===== config.mk =====
export PLATFORM = sky130hd
export DESIGN_NAME = rcpm_power_ctrl
export DESIGN_NICKNAME = d
export VERILOG_FILES = /design/src/rcpm_pkg.sv /design/src/rcpm_power_ctrl.sv
export SDC_FILE = /design/constraint.sdc
export NUM_CORES = 1
export LEC_CHECK = 0
export BUFFER_PORTS_ARGS = -buffer_cell sky130_fd_sc_hd__buf_2
export CORE_ASPECT_RATIO = 0.7
export CORE_MARGIN = 3
export CORE_UTILIZATION = 35
export CTS_BUF_LIST = sky130_fd_sc_hd__clkbuf_4 sky130_fd_sc_hd__clkbuf_8 sky130_fd_sc_hd__clkbuf_16
export CTS_CLUSTER_SIZE = 20
export DETAILED_ROUTE_END_ITERATION = 12
export MAX_ROUTING_LAYER = met4
export SLEW_MARGIN = 10
export SYNTH_ARGS = -nofsm -noshare
export SYNTH_HDL_FRONTEND = slang
export SYNTH_SLANG_ARGS = --single-unit

===== constraint.sdc =====
create_clock -name clk -period 4 [get_ports clk]
set_input_delay 0.8 -clock clk [delete_from_list [all_inputs] [get_ports clk]]
set_output_delay 0.8 -clock clk [all_outputs]
set_load 0.02 [all_outputs]

===== src/rcpm_pkg.sv =====
// Purpose: shared constants and types of the read channel power mode control
// Assumes: 200 MHz clock, 13 bit serial control word, four latch banks
// Notes:   offsets are byte addresses on the plain register port
package rcpm_pkg;

  localparam int unsigned CLK_PERIOD_NS = 5;
  localparam int unsigned RECOVER_NS    = 15000;
  // strictly less than the recovery time, so one cycle short of it
  localparam int unsigned RECOVER_CYC   = RECOVER_NS / CLK_PERIOD_NS - 1;
  localparam int unsigned RCNT_W        = 12;

  localparam int unsigned WORD_BITS = 13;
  localparam int unsigned DATA_BITS = 11;
  localparam int unsigned BANKS     = 4;
  localparam int unsigned BSEL_LSB  = 11;
  localparam int unsigned BCNT_W    = 4;

  // bank (1,0) holds the power-down bits
  localparam logic [1:0] PWR_BANK      = 2'h2;
  localparam int unsigned DET_OFF_POS   = 4;
  localparam int unsigned SYNTH_OFF_POS = 3;
  localparam int unsigned SYNC_OFF_POS  = 2;

  localparam logic [DATA_BITS-1:0] BANK0_DEF = 11'h000;
  localparam logic [DATA_BITS-1:0] BANK1_DEF = 11'h000;
  localparam logic [DATA_BITS-1:0] BANK2_DEF = 11'h01C;
  localparam logic [DATA_BITS-1:0] BANK3_DEF = 11'h000;

  localparam logic [7:0] ADDR_STATUS = 8'h00;
  localparam logic [7:0] ADDR_CTRL   = 8'h04;
  localparam logic [7:0] ADDR_BANK0  = 8'h08;
  localparam logic [7:0] ADDR_BANK1  = 8'h0C;
  localparam logic [7:0] ADDR_BANK2  = 8'h10;
  localparam logic [7:0] ADDR_BANK3  = 8'h14;
  localparam logic [31:0] CTRL_RST   = 32'h0000_0000;
  localparam int unsigned CTRL_SLEEP_POS = 0;

  typedef enum logic [1:0] {
    RCPM_ASLEEP = 2'b00,
    RCPM_IDLE   = 2'b01,
    RCPM_WAKING = 2'b10,
    RCPM_SERVO  = 2'b11
  } rcpm_mode_e;

  typedef struct packed {
    logic det_on;     // detector and servo path fully on
    logic det_bias;   // recovery biasing only
    logic reg_on;     // control register powered
    logic reg_buf_on; // register input buffers powered
    logic sync_on;    // data synchronizer powered
    logic synth_on;   // frequency synthesizer powered
  } rcpm_pwr_s;

  typedef struct packed {
    logic [7:0]  addr;
    logic [31:0] wdata;
    logic        wr;
    logic        rd;
  } rcpm_bus_s;

endpackage


===== src/rcpm_power_ctrl.sv =====
// Purpose: power mode decode, control register latches and serial loading
// Assumes: all pin inputs synchronous to clk; rstn is the supply power-up
// Notes:   enables and status are registered, one cycle after their cause
module rcpm_power_ctrl
  import rcpm_pkg::*;
(
  input  wire logic        clk,                 // 200 MHz clock
  input  wire logic        rstn,                // async reset, active low
  input  wire logic        sleep_pin,           // 0 puts chip to sleep
  input  wire logic        idle_servo_pin,      // 1 idle, 0 servo
  input  wire logic        ser_clk,             // serial shift clock
  input  wire logic        ser_data,            // serial shift data
  input  wire logic        load_shift_strobe,   // high loads, low shifts
  input  wire logic [7:0]  bus_addr,            // register byte address
  input  wire logic [31:0] bus_wdata,           // register write data
  input  wire logic        bus_wr,              // write strobe
  input  wire logic        bus_rd,              // read strobe
  output logic      [31:0] bus_rdata,           // read data, next cycle
  output rcpm_pwr_s        pwr_en,              // per-block power enables
  output logic             det_ready,           // detector recovered
  output logic             switched_supply_out, // switched supply on
  output logic [DATA_BITS-1:0] data_sync_bank,  // bank (1,0) contents
  output logic             word_valid,          // full word shifted
  output logic             blind_load           // load before valid word
);

  rcpm_bus_s             bus;
  logic [31:0]           ctrl_r;
  logic                  awake;
  logic                  awake_r;
  logic                  wake_edge;
  logic [DATA_BITS-1:0]  bank_r [BANKS];
  logic [WORD_BITS-1:0]  shift_r;
  logic [BCNT_W-1:0]     bit_cnt_r;
  logic                  ser_clk_r;
  logic                  strobe_r;
  logic                  shift_edge;
  logic                  load_edge;
  logic                  buf_on;
  rcpm_pwr_s             pwr_nxt;
  rcpm_mode_e            mode_r;
  rcpm_mode_e            mode_nxt;
  logic [RCNT_W-1:0]     rcnt_r;
  logic [31:0]           rdata_nxt;
  logic                  det_off_bit;
  logic                  data_sync_off_bit;
  logic                  freq_synth_off_bit;

  // selective power-down decode, shared by the enables and the status
  function automatic rcpm_pwr_s pwr_decode(
    input logic sleep_n,
    input logic idle,
    input logic det_off,
    input logic sync_off,
    input logic synth_off
  );
    rcpm_pwr_s p;
    p = '0;
    if (sleep_n) begin
      p.reg_on     = 1'b1;
      p.reg_buf_on = !idle && !det_off;
      p.det_on     = !idle && !det_off;
      p.det_bias   = idle && !det_off;
      p.sync_on    = !sync_off;
      p.synth_on   = !synth_off;
    end
    return p;
  endfunction

  function automatic logic [DATA_BITS-1:0] bank_default(input int unsigned i);
    logic [DATA_BITS-1:0] v;
    v = BANK0_DEF;
    if (i == 1) begin
      v = BANK1_DEF;
    end else if (i == 2) begin
      v = BANK2_DEF;
    end else if (i == 3) begin
      v = BANK3_DEF;
    end
    return v;
  endfunction

  assign bus.addr  = bus_addr;
  assign bus.wdata = bus_wdata;
  assign bus.wr    = bus_wr;
  assign bus.rd    = bus_rd;

  // software sleep request can only add sleep, never lift the pin's sleep
  assign awake = sleep_pin && !ctrl_r[CTRL_SLEEP_POS];

  assign det_off_bit        = bank_r[PWR_BANK][DET_OFF_POS];
  assign data_sync_off_bit  = bank_r[PWR_BANK][SYNC_OFF_POS];
  assign freq_synth_off_bit = bank_r[PWR_BANK][SYNTH_OFF_POS];

  always_comb begin
    pwr_nxt = pwr_decode(awake, idle_servo_pin, det_off_bit,
                         data_sync_off_bit, freq_synth_off_bit);
  end

  // loads refused while asleep or idle; gating on bit 4 too would lock the
  // power-up defaults in for good, since they hold the detector off
  assign buf_on     = awake && !idle_servo_pin;
  assign wake_edge  = awake && !awake_r;
  assign shift_edge = ser_clk && !ser_clk_r && !load_shift_strobe && buf_on;
  assign load_edge  = load_shift_strobe && !strobe_r && buf_on;

  always_ff @(posedge clk or negedge rstn) begin
    if (!rstn) begin
      ctrl_r <= CTRL_RST;
    end else if (bus.wr && bus.addr == ADDR_CTRL) begin
      ctrl_r <= {31'h0000_0000, bus.wdata[CTRL_SLEEP_POS]};
    end
  end

  always_ff @(posedge clk or negedge rstn) begin
    if (!rstn) begin
      awake_r   <= 1'b0;
      ser_clk_r <= 1'b0;
      strobe_r  <= 1'b0;
    end else begin
      awake_r   <= awake;
      ser_clk_r <= ser_clk;
      strobe_r  <= load_shift_strobe;
    end
  end

  // serial shift register; asleep it loses power, so the count restarts
  always_ff @(posedge clk or negedge rstn) begin
    if (!rstn) begin
      shift_r   <= '0;
      bit_cnt_r <= '0;
    end else if (!awake) begin
      bit_cnt_r <= '0;
    end else if (shift_edge) begin
      shift_r <= {shift_r[WORD_BITS-2:0], ser_data};
      if (bit_cnt_r < BCNT_W'(WORD_BITS)) begin
        bit_cnt_r <= bit_cnt_r + 1'b1;
      end
    end
  end

  always_ff @(posedge clk or negedge rstn) begin
    if (!rstn) begin
      word_valid <= 1'b0;
    end else begin
      word_valid <= awake && (bit_cnt_r >= BCNT_W'(WORD_BITS));
    end
  end

  // flags a strobe that landed on an undefined word; cleared on next wake
  always_ff @(posedge clk or negedge rstn) begin
    if (!rstn) begin
      blind_load <= 1'b0;
    end else if (load_edge && bit_cnt_r < BCNT_W'(WORD_BITS)) begin
      blind_load <= 1'b1;
    end else if (wake_edge) begin
      blind_load <= 1'b0;
    end
  end

  // latch banks: preset while asleep so the wake cycle sees defaults
  always_ff @(posedge clk or negedge rstn) begin
    if (!rstn) begin
      for (int i = 0; i < BANKS; i++) begin
        bank_r[i] <= bank_default(i);
      end
    end else if (!awake) begin
      for (int i = 0; i < BANKS; i++) begin
        bank_r[i] <= bank_default(i);
      end
    end else if (load_edge) begin
      // an unshifted word still names some bank, matching the random load
      bank_r[shift_r[WORD_BITS-1:BSEL_LSB]] <= shift_r[DATA_BITS-1:0];
    end
  end

  always_ff @(posedge clk or negedge rstn) begin
    if (!rstn) begin
      pwr_en              <= '0;
      switched_supply_out <= 1'b0;
      data_sync_bank      <= BANK2_DEF;
    end else begin
      pwr_en              <= pwr_nxt;
      switched_supply_out <= awake;
      data_sync_bank      <= bank_r[PWR_BANK];
    end
  end

  // detector mode tracking with the recovery window after idle
  always_comb begin
    mode_nxt = mode_r;
    case (mode_r)
      RCPM_ASLEEP: begin
        if (awake) begin
          mode_nxt = RCPM_IDLE;
        end
      end
      RCPM_IDLE: begin
        if (!awake) begin
          mode_nxt = RCPM_ASLEEP;
        end else if (pwr_nxt.det_on) begin
          mode_nxt = RCPM_WAKING;
        end
      end
      RCPM_WAKING: begin
        if (!awake) begin
          mode_nxt = RCPM_ASLEEP;
        end else if (!pwr_nxt.det_on) begin
          mode_nxt = RCPM_IDLE;
        end else if (rcnt_r >= RCNT_W'(RECOVER_CYC - 1)) begin
          mode_nxt = RCPM_SERVO;
        end
      end
      RCPM_SERVO: begin
        if (!awake) begin
          mode_nxt = RCPM_ASLEEP;
        end else if (!pwr_nxt.det_on) begin
          mode_nxt = RCPM_IDLE;
        end
      end
      default: begin
        mode_nxt = RCPM_ASLEEP;
      end
    endcase
  end

  always_ff @(posedge clk or negedge rstn) begin
    if (!rstn) begin
      mode_r <= RCPM_ASLEEP;
    end else begin
      mode_r <= mode_nxt;
    end
  end

  always_ff @(posedge clk or negedge rstn) begin
    if (!rstn) begin
      rcnt_r <= '0;
    end else if (mode_r == RCPM_WAKING) begin
      rcnt_r <= rcnt_r + 1'b1;
    end else begin
      rcnt_r <= '0;
    end
  end

  always_ff @(posedge clk or negedge rstn) begin
    if (!rstn) begin
      det_ready <= 1'b0;
    end else begin
      det_ready <= (mode_nxt == RCPM_SERVO);
    end
  end

  // register read mux; unmapped addresses read zero
  always_comb begin
    rdata_nxt = 32'h0000_0000;
    if (bus.addr == ADDR_STATUS) begin
      rdata_nxt = {20'h00000, blind_load, word_valid, mode_r,
                   det_ready, switched_supply_out, pwr_en};
    end else if (bus.addr == ADDR_CTRL) begin
      rdata_nxt = ctrl_r;
    end else if (bus.addr == ADDR_BANK0) begin
      rdata_nxt = {21'h000000, bank_r[0]};
    end else if (bus.addr == ADDR_BANK1) begin
      rdata_nxt = {21'h000000, bank_r[1]};
    end else if (bus.addr == ADDR_BANK2) begin
      rdata_nxt = {21'h000000, bank_r[2]};
    end else if (bus.addr == ADDR_BANK3) begin
      rdata_nxt = {21'h000000, bank_r[3]};
    end
  end

  // read data stands only in the cycle after the strobe
  always_ff @(posedge clk or negedge rstn) begin
    if (!rstn) begin
      bus_rdata <= 32'h0000_0000;
    end else if (bus.rd) begin
      bus_rdata <= rdata_nxt;
    end else begin
      bus_rdata <= 32'h0000_0000;
    end
  end

endmodule


Word level (Yosys, flattened, before mapping). Index checks and enable logic that the tools add are counted.

Logic and storage cells: 99. Register bits after elaboration: 131. Bits of input ports: 49.

Equal/unequal tests: 12. Mux-type cells: 28. Order comparisons: 5. Bitwise logic cells: 1. Add/sub/neg operators: 2. Reduce and logical (&&, ||, !) cells: 28.

Operator list (number): 32-bit 2-to-1 mux (4); 44-bit 2-to-1 mux (2); 44-bit bitwise mux (1); 11-bit 2-to-1 mux (4); 11-bit demux with 2-bit select (1); 8-bit by 4-bit == test with 1-bit output, second input constant (2); 8-bit by 5-bit == test with 1-bit output, second input constant (2); 2-bit 2-to-1 mux (8); 1-bit logical AND (14); 12-bit by 1-bit adder with 12-bit output, second input constant (1); 12-bit greater-or-equal comparator, second input constant (1); 12-bit 2-to-1 mux (1); 4-bit 2-to-1 mux (3); 1-bit logical NOT (9); 8-bit by 3-bit == test with 1-bit output, second input constant (1); 8-bit logical NOT (1); 2-bit one-hot mux with 4 select lines (1); 2-bit == test, second input constant (3); 6-bit 2-to-1 mux (1); 2-bit by 1-bit != test with 1-bit output, second input constant (3); 4-bit by 1-bit adder with 4-bit output, second input constant (1); 4-bit greater-or-equal comparator, second input constant (1); 4-bit less-than comparator, second input constant (1); 2-bit AND reduction (2); 7 further kinds (8).

Logic depth before layout (Yosys ltp). Gate-level depths: netlist of run 1.

Depth in word-level cells: 8. Depth in mapped cells: 6. Mapped depth without buffers: 6.

Least setup slack after synthesis of run 1. OpenSTA, ideal clock, no wires.

Path type: in2reg. From: input port bus_addr[0]. To: register bus_rdata[7]. Arrival time: 2.131 ns. Path slack: 1.742 ns. Stages on the path: 5. Required time: 3.873 ns. Library setup time: 0.127 ns. Path through: or4_4 or4_1 buf_2 nor2_1 o31ai_1.

Cells in the longest elaborated chain, start to end: 8. Elaborated cells on any way between the ends: 13.

Ends and longest elaborated chain: start: declaration (line rcpm_power_ctrl.sv:14) `input wire logic [7:0] bus_addr,`; 8-bit by 5-bit == test with 1-bit output (line rcpm_power_ctrl.sv:267) `end else if (bus.addr == ADDR_BANK3) begin`; 11-bit 2-to-1 mux (line rcpm_power_ctrl.sv:267); 11-bit 2-to-1 mux (line rcpm_power_ctrl.sv:265) `end else if (bus.addr == ADDR_BANK2) begin`; 11-bit 2-to-1 mux (line rcpm_power_ctrl.sv:263) `end else if (bus.addr == ADDR_BANK1) begin`; 32-bit 2-to-1 mux (line rcpm_power_ctrl.sv:261) `end else if (bus.addr == ADDR_BANK0) begin`; 32-bit 2-to-1 mux (line rcpm_power_ctrl.sv:259) `end else if (bus.addr == ADDR_CTRL) begin`; 32-bit 2-to-1 mux (*) (line rcpm_power_ctrl.sv:256) `if (bus.addr == ADDR_STATUS) begin`; 32-bit 2-to-1 mux (*) (line rcpm_power_ctrl.sv:276) `end else if (bus.rd) begin`; end signal: assignment (line rcpm_power_ctrl.sv:277) `bus_rdata <= rdata_nxt;`; end: declaration (line rcpm_power_ctrl.sv:18) `output logic [31:0] bus_rdata,`.

Every way passes the cells marked *; elsewhere a longest branch is shown, timed or not. A chain may end at the register's enable or synchronous reset.

Worst setup path after layout of run 1.
From: input port idle_servo_pin. To: register bank_r[5] (netlist bit).

Cells in the longest elaborated chain, start to end: 4.

Ends and longest elaborated chain: start: declaration (line rcpm_power_ctrl.sv:10) `input wire logic idle_servo_pin,`; 1-bit logical NOT (line rcpm_power_ctrl.sv:102) `assign buf_on = awake && !idle_servo_pin;`; 1-bit logical AND (line rcpm_power_ctrl.sv:102); 1-bit logical AND (line rcpm_power_ctrl.sv:105) `assign load_edge = load_shift_strobe && !strobe_r && buf_on;`; 2-bit by 1-bit != test with 1-bit output (no source line); end signal: indexed assignment (line rcpm_power_ctrl.sv:165) `bank_r[i] <= bank_default(i);`; end signal: indexed assignment (line rcpm_power_ctrl.sv:169) `bank_r[i] <= bank_default(i);`; end signal: indexed assignment (line rcpm_power_ctrl.sv:173) `bank_r[shift_r[WORD_BITS-1:BSEL_LSB]] <= shift_r[DATA_BITS-1:0];`; end: declaration (line rcpm_power_ctrl.sv:32) `logic [DATA_BITS-1:0] bank_r [BANKS];`.

No other way between the ends.

==> results.cfg, run 1 <==
[run_status]
outcome = completed

[sta]
fin_tns_setup_ns = 0
tightestPinTransition_ns = 1.06
hold_violations = 0
post-route-min-period_ns = 2.60
drv_slew = 0
rsz0062_at_grt = no
fmax_ghz = 0.385
setup_viol = 0
finalCritPeriodShare_pct = 64.9
skew_ns = 0.00679
slew_headroom_pct = 29.1

[grt]
antenna_found_initial = 0
grt-ovfl-total = 0
grt_pass1_vias = 3210
grt_pass1_wl_um = 18100
grt.total_usage_pct = 15.9
grt_max_degree = 63

[cells_and_area]
nets = 540
n_antenna_cell = 0
layout_common_cells = 103 x dfrtp_1, 49 x o21ai_0, 49 x buf_2
multi_input_area_um2 = 1770
stdcell_count = 668
synthToLayoutAreaGrowth_pct = 12.8
final_common_cell = dfrtp_1
ff_latch_area_um2 = 2740
n_fill_cell = 1268
layout-drive-gt1-share_pct = 21.1

[power_and_ir_drop]
p_per_area_nw_per_um2 = 395
p_leak_nw = 2.41
ir_drop_v = 0.000162

[critical_path]
path_max_fanout = 22
crit_chain = buf_2, nor3b_2, nand4_1, nand3_1, o21ai_0
startpoint_type = input pin
slowest_delay_ns = 0.86
cp.depth = 5
critPathKind = input pin to flip-flop
end_kind = flip-flop
cp.buffers_inverters = 1
cp_data_required_time_ns = 4.18
crit_arrival_ns = 2.77
cpMaxStageDelayCell = nand4_1
reg2reg_depth = 4
path_delay_family = simple AND/OR/NAND/NOR gates

[drt]
first_pass_iters = 5
drt.antenna.violating_nets = 0
via_per_inst = 5.02
drt_wl_total_um = 11100
wire_per_inst_um = 16.7
vias = 3355
drc = 0
drtIter0Drc = 307

[cts]
cts.sinks = 109
clk_latency_ns = 0.34
holdBufCountCts = 0
cts_made_buffers = 9
htree_levels = 3
tritoncts = built
post_cts_resized = 0
clockRootBuffer = clkbuf_16
cts_setup_buffers = 0
cts_buffer_depth = 2
clkTransAtPathRegs_ns = 0.06

[synth]
synth_cells = 446
ys_warn_count = 0
syn_area_um2 = 4750
synth.distinct_cells = 46
ys_seq_area_share_pct = 57.6
synth_area_per_cell_um2 = 10.6
ys_ff_latch = 109

[placement]
io_buffers = 50
dpl.hpwl_um = 7810
dp_cells = 655
gp_congestion = 0.802

[die]
initial_core_util_pct = 37.0
die_h_um = 103
ios = 102
rows = 34
core_area_um2 = 12800
dieArea_um2 = 15000
fp.dieW_um = 145

[min_path]
hold_depth = 0
holdCritPathClass = flip-flop to flip-flop

[job]
drv_cap = 0
-- kinds of logic after synthesis --
group / synth area share, %
multiplexers: 3.53
flip-flops: 57.6
AND/OR/NAND/NOR: 16.3
other: 0.0790
adder cells (fa/ha/maj): 1.32
buffers and inverters: 6.56
XOR/XNOR: 1.48
AO/OA/AOI/OAI: 13.1
-- routing by layer --
layer	wire (um)	global-route usage (%)	up-vias	share of wire [%]
li1	-	-	1612	-
met1	5800	23.9	1636	52
met2	4490	21.3	103	40
met3	781	4.18	4	7.0
met4	47	3.28	0	0.42
met5	0	-	-	0
-- sequential cells by signal (all words and copies together), names as in the netlist --
| signal | flops |
|---|---|
| ctrl_r | 1 |
| mode_r | 2 |
| strobe_r | 1 |
| rcnt_r | 12 |
| blind_load | 1 |
| word_valid | 1 |
| pwr_en | 5 |
| det_ready | 1 |
| data_sync_bank | 11 |
| shift_r | 13 |
| ser_clk_r | 1 |
| bank_r | 44 |
| bus_rdata | 12 |
| bit_cnt_r | 4 |
-- report_power, final --
| part | switching, W | internal, W | total (W) | leakage [nW] |
|---|---|---|---|---|
| sequential | 0.0000125 | 0.00112 | 0.00113 | 1.49 |
| combinational | 0.0000954 | 0.0000332 | 0.000129 | 0.784 |
| clock | 0.000366 | 0.000489 | 0.000856 | 0.134 |
| total | 0.000474 | 0.00164 | 0.00211 | 2.41 |
-- synth_stat cells, drive strengths merged --
library cell / n / area, um2
nand3: 41 / 205
buf: 27 / 185
nor2b: 3 / 18.8
inv: 12 / 45.0
o41ai: 1 / 8.76
conb: 1 / 3.75
nand4bb: 1 / 11.3
nand3b: 10 / 75.1
a31o: 8 / 70.1
nand2b: 4 / 25.0
xnor2: 8 / 70.1
o21ai: 49 / 245
dfrtp: 103 / 2580
ha: 5 / 62.6
o31ai: 7 / 52.6
o32ai: 1 / 8.76
a21o: 1 / 7.51
or2b: 1 / 8.76
a21oi: 19 / 95.1
or4: 2 / 18.8
o211ai: 3 / 22.5
a32o: 1 / 10.0
nor2: 34 / 128
and2: 1 / 6.26
or3: 3 / 18.8
o21a: 1 / 7.51
nor3: 7 / 35.0
nor3b: 4 / 46.3
nand4b: 2 / 17.5
mux2i: 1 / 10.0
nand4: 2 / 12.5
a31oi: 1 / 6.26
dfstp: 6 / 158
nor4: 3 / 33.8
mux2: 14 / 158
clkbuf: 19 / 81.3
or2: 1 / 6.26
nand2: 29 / 109
a221oi: 10 / 87.6
-- layout make-up --
class | count | share of cell area (%)
sequential | 109 | 51.1
tap | 180 | 4.21
clock buffer | 11 | 4.49
inverter | 12 | 0.841
clock inverter | 2 | 0.701
multi-input combinational | 298 | 33.1
timing repair buffer | 56 | 5.56
-- through the flow --
step	instance area, um2	hold slack, ns	util [%]	total power [W]	setup WS, ns
3_5_place_dp	5080	0.372	39.5	0.00128	1.08
4_1_cts	5350	0.380	41.7	0.00214	1.43
5_1_grt	5350	0.390	41.7	0.00220	1.16
2_1_floorplan	4820	0.361	-	0.00123	1.74
3_3_place_gp	5080	0.371	39.5	0.00128	1.14
6_report	5350	0.379	41.7	0.00211	1.40
-- path summary, 6_finish.rpt --
check | startpoint | to | slack, ns
worst max-delay path | idle_servo_pin | bank_r[5] | 1.40
worst min-delay path | bank_r[14] | data_sync_bank[3] | 0.38
worst max register to register | ctrl_r[0] | bank_r[5] | 1.55
worst min register to register | bank_r[14] | data_sync_bank[3] | 0.38
max in group asynchronous | rstn | data_sync_bank[4] | 2.59
min in group asynchronous | rstn | bus_rdata[11] | 0.53
-- worst reg2reg max path: stages (launching register included) --
cell	delay [ns]
dfrtp_1	0.41
nor3b_2	0.55
nand4_1	0.87
nand3_1	0.34
o21ai_0	0.13
(Power assumes the default switching activity.)
==> run 2: changes to the inputs <==
==> constraint.sdc (replaced) <==
create_clock -name clk -period 2.5 [get_ports clk]
set_input_delay 0.5 -clock clk [delete_from_list [all_inputs] [get_ports clk]]
set_output_delay 0.5 -clock clk [all_outputs]
set_load 0.02 [all_outputs]
==> results.cfg, run 2 (same netlist as run 1, synthesis figures left out) <==
[drt]
drc = 0
drtIter0Drc = 280
via_per_inst = 5.08
first_pass_iters = 5
wire_per_inst_um = 16.6
drt.antenna.violating_nets = 0
vias = 3469
drt_wl_total_um = 11400

[sta]
finalCritPeriodShare_pct = 74.9
tightestPinTransition_ns = 0.664
skew_ns = 0.00642
hold_violations = 0
post-route-min-period_ns = 1.87
fin_tns_setup_ns = 0
rsz0062_at_grt = no
drv_slew = 0
setup_viol = 0
fmax_ghz = 0.534
slew_headroom_pct = 55.7

[power_and_ir_drop]
p_leak_nw = 2.50
clockPowerShare_pct = 43.3
p_int_w = 0.00279
combPwrFrac_pct = 6.1
power.net_switching_w = 0.000785
switching_share_pct = 22.0
ir_drop_v = 0.000322
p_per_area_nw_per_um2 = 649
pwr-share-seq_pct = 50.5

[placement]
io_buffers = 50
dpl_cell_area_um2 = 5180
dpl.hpwl_um = 8140
dp_cells = 667
gp_congestion = 0.826

[cts]
cts_made_buffers = 9
cts.sinks = 109
clkTransAtPathRegs_ns = 0.07
holdBufCountCts = 0
cts_setup_buffers = 0
cts_buffer_depth = 2
post_cts_resized = 0
clockRootBuffer = clkbuf_16
clk_latency_ns = 0.35
tritoncts = built
htree_levels = 3

[critical_path]
regToRegEndpoint = shift_r[8]
r2r_start = ctrl_r[0]
r2r_slack_ns = 0.63
critPathKind = flip-flop to flip-flop
slowest_delay_ns = 0.58
crit_chain = nor3b_2, nand2_1, buf_4, mux2_2
end_kind = flip-flop
reg2reg_depth = 4
cp_data_required_time_ns = 2.73
crit_arrival_ns = 2.10
path_max_fanout = 13
startpoint_type = flip-flop
cpMaxStageDelayCell = nor3b_2

[run_status]
outcome = completed

[grt]
grt-ovfl-total = 0
grt_pass1_wl_um = 18500
grt_pass1_vias = 3341
grt_max_degree = 42
antenna_found_initial = 0
grt.total_usage_pct = 16.3

[cells_and_area]
top_regs = bank_r: 44 flops, shift_r: 13 flops
layout-drive-gt1-share_pct = 23.5
stdcell_count = 683
layout_common_cells = 103 x dfrtp_1, 49 x o21ai_0, 49 x buf_2
largest_reg_flops = 44
final_common_cell = dfrtp_1
n_antenna_cell = 0
regMostFlops = bank_r
synthToLayoutAreaGrowth_pct = 16.0
final_cell_area_um2 = 5510
nets = 552

[job]
drv_cap = 0

[die]
fp.dieW_um = 145
dieArea_um2 = 15000
core_area_um2 = 12800
initial_core_util_pct = 37.0
ios = 102
die_h_um = 103
rows = 34

[min_path]
holdCritPathClass = input pin to asynchronous set/reset pin
run 2: cell types whose count changed in the layout (fill, tap and decap cells not counted):
cell | before | now
buf_4 | 7 | 18
clkbuf_8 | 0 | 2
clkinv_2 | 0 | 2
buf_12 | 0 | 1
bufinv_16 | 1 | 2
clkbuf_4 | 2 | 1
clkinvlp_4 | 1 | 0
run 2: how the worst max path moves through the flow:
stage	startpoint	to	slack, ns	cells after the start
final	ctrl_r[0]	shift_r[8]	0.63	4
after CTS	ctrl_r[0]	shift_r[8]	0.62	4
after floorplan	bus_addr[0]	bus_rdata[7]	0.54	5
after global routing	ctrl_r[0]	bank_r[35]	0.51	5
after detailed placement	bus_addr[0]	bus_rdata[7]	0.32	5
after global placement	bus_addr[0]	bus_rdata[7]	0.33	5
run 2: metrics by stage:
stage	util, %	power (W)	setup slack, ns	hold WS (ns)
2_1_floorplan	-	0.00197	0.542	0.204
3_3_place_gp	40.3	0.00205	0.326	0.377
3_5_place_dp	40.3	0.00206	0.315	0.376
4_1_cts	42.9	0.00361	0.622	0.0908
5_1_grt	42.9	0.00370	0.508	0.105
6_report	42.9	0.00357	0.628	0.0921
run 2: area by class of cell:
cell class / instances / area [um2]
Timing Repair Buffer: 68 / 400
Multi-Input combinational cell: 298 / 1770
Inverter: 12 / 45.0
Fill cell: 1247 / 7340
Clock buffer: 12 / 260
Sequential cell: 109 / 2740
Clock inverter: 4 / 70.1
Tap cell: 180 / 225
run 2: per-layer routing:
layer  part of all wire (%)  GRT usage (%)  up-vias  routed length (um)
met1                     51           23.5     1694                5810
met4                   0.85           4.08        0                  97
li1                       -              -     1639                   -
met2                     40           22.2      126                4580
met3                    7.7           5.01       10                 871
met5                      0              -        -                   0
run 2: critical path, delay by kind of cell (launching register included):
kind                   cells  cell delay, ns
flip-flops                 1            0.41
multiplexers               1            0.29
buffers and inverters      1            0.26
AND/OR/NAND/NOR            2            0.79
run 2: power by group through the flow:
| stage | registers (W) | clock network (W) | logic, W |
|---|---|---|---|
| finish | 0.00180 | 0.00155 | 0.000220 |
| global route | 0.00181 | 0.00165 | 0.000243 |
| floorplan | 0.00183 | 0 | 0.000140 |
| global placement | 0.00184 | 0 | 0.000216 |
| detailed placement | 0.00184 | 0 | 0.000219 |
| CTS | 0.00180 | 0.00158 | 0.000221 |
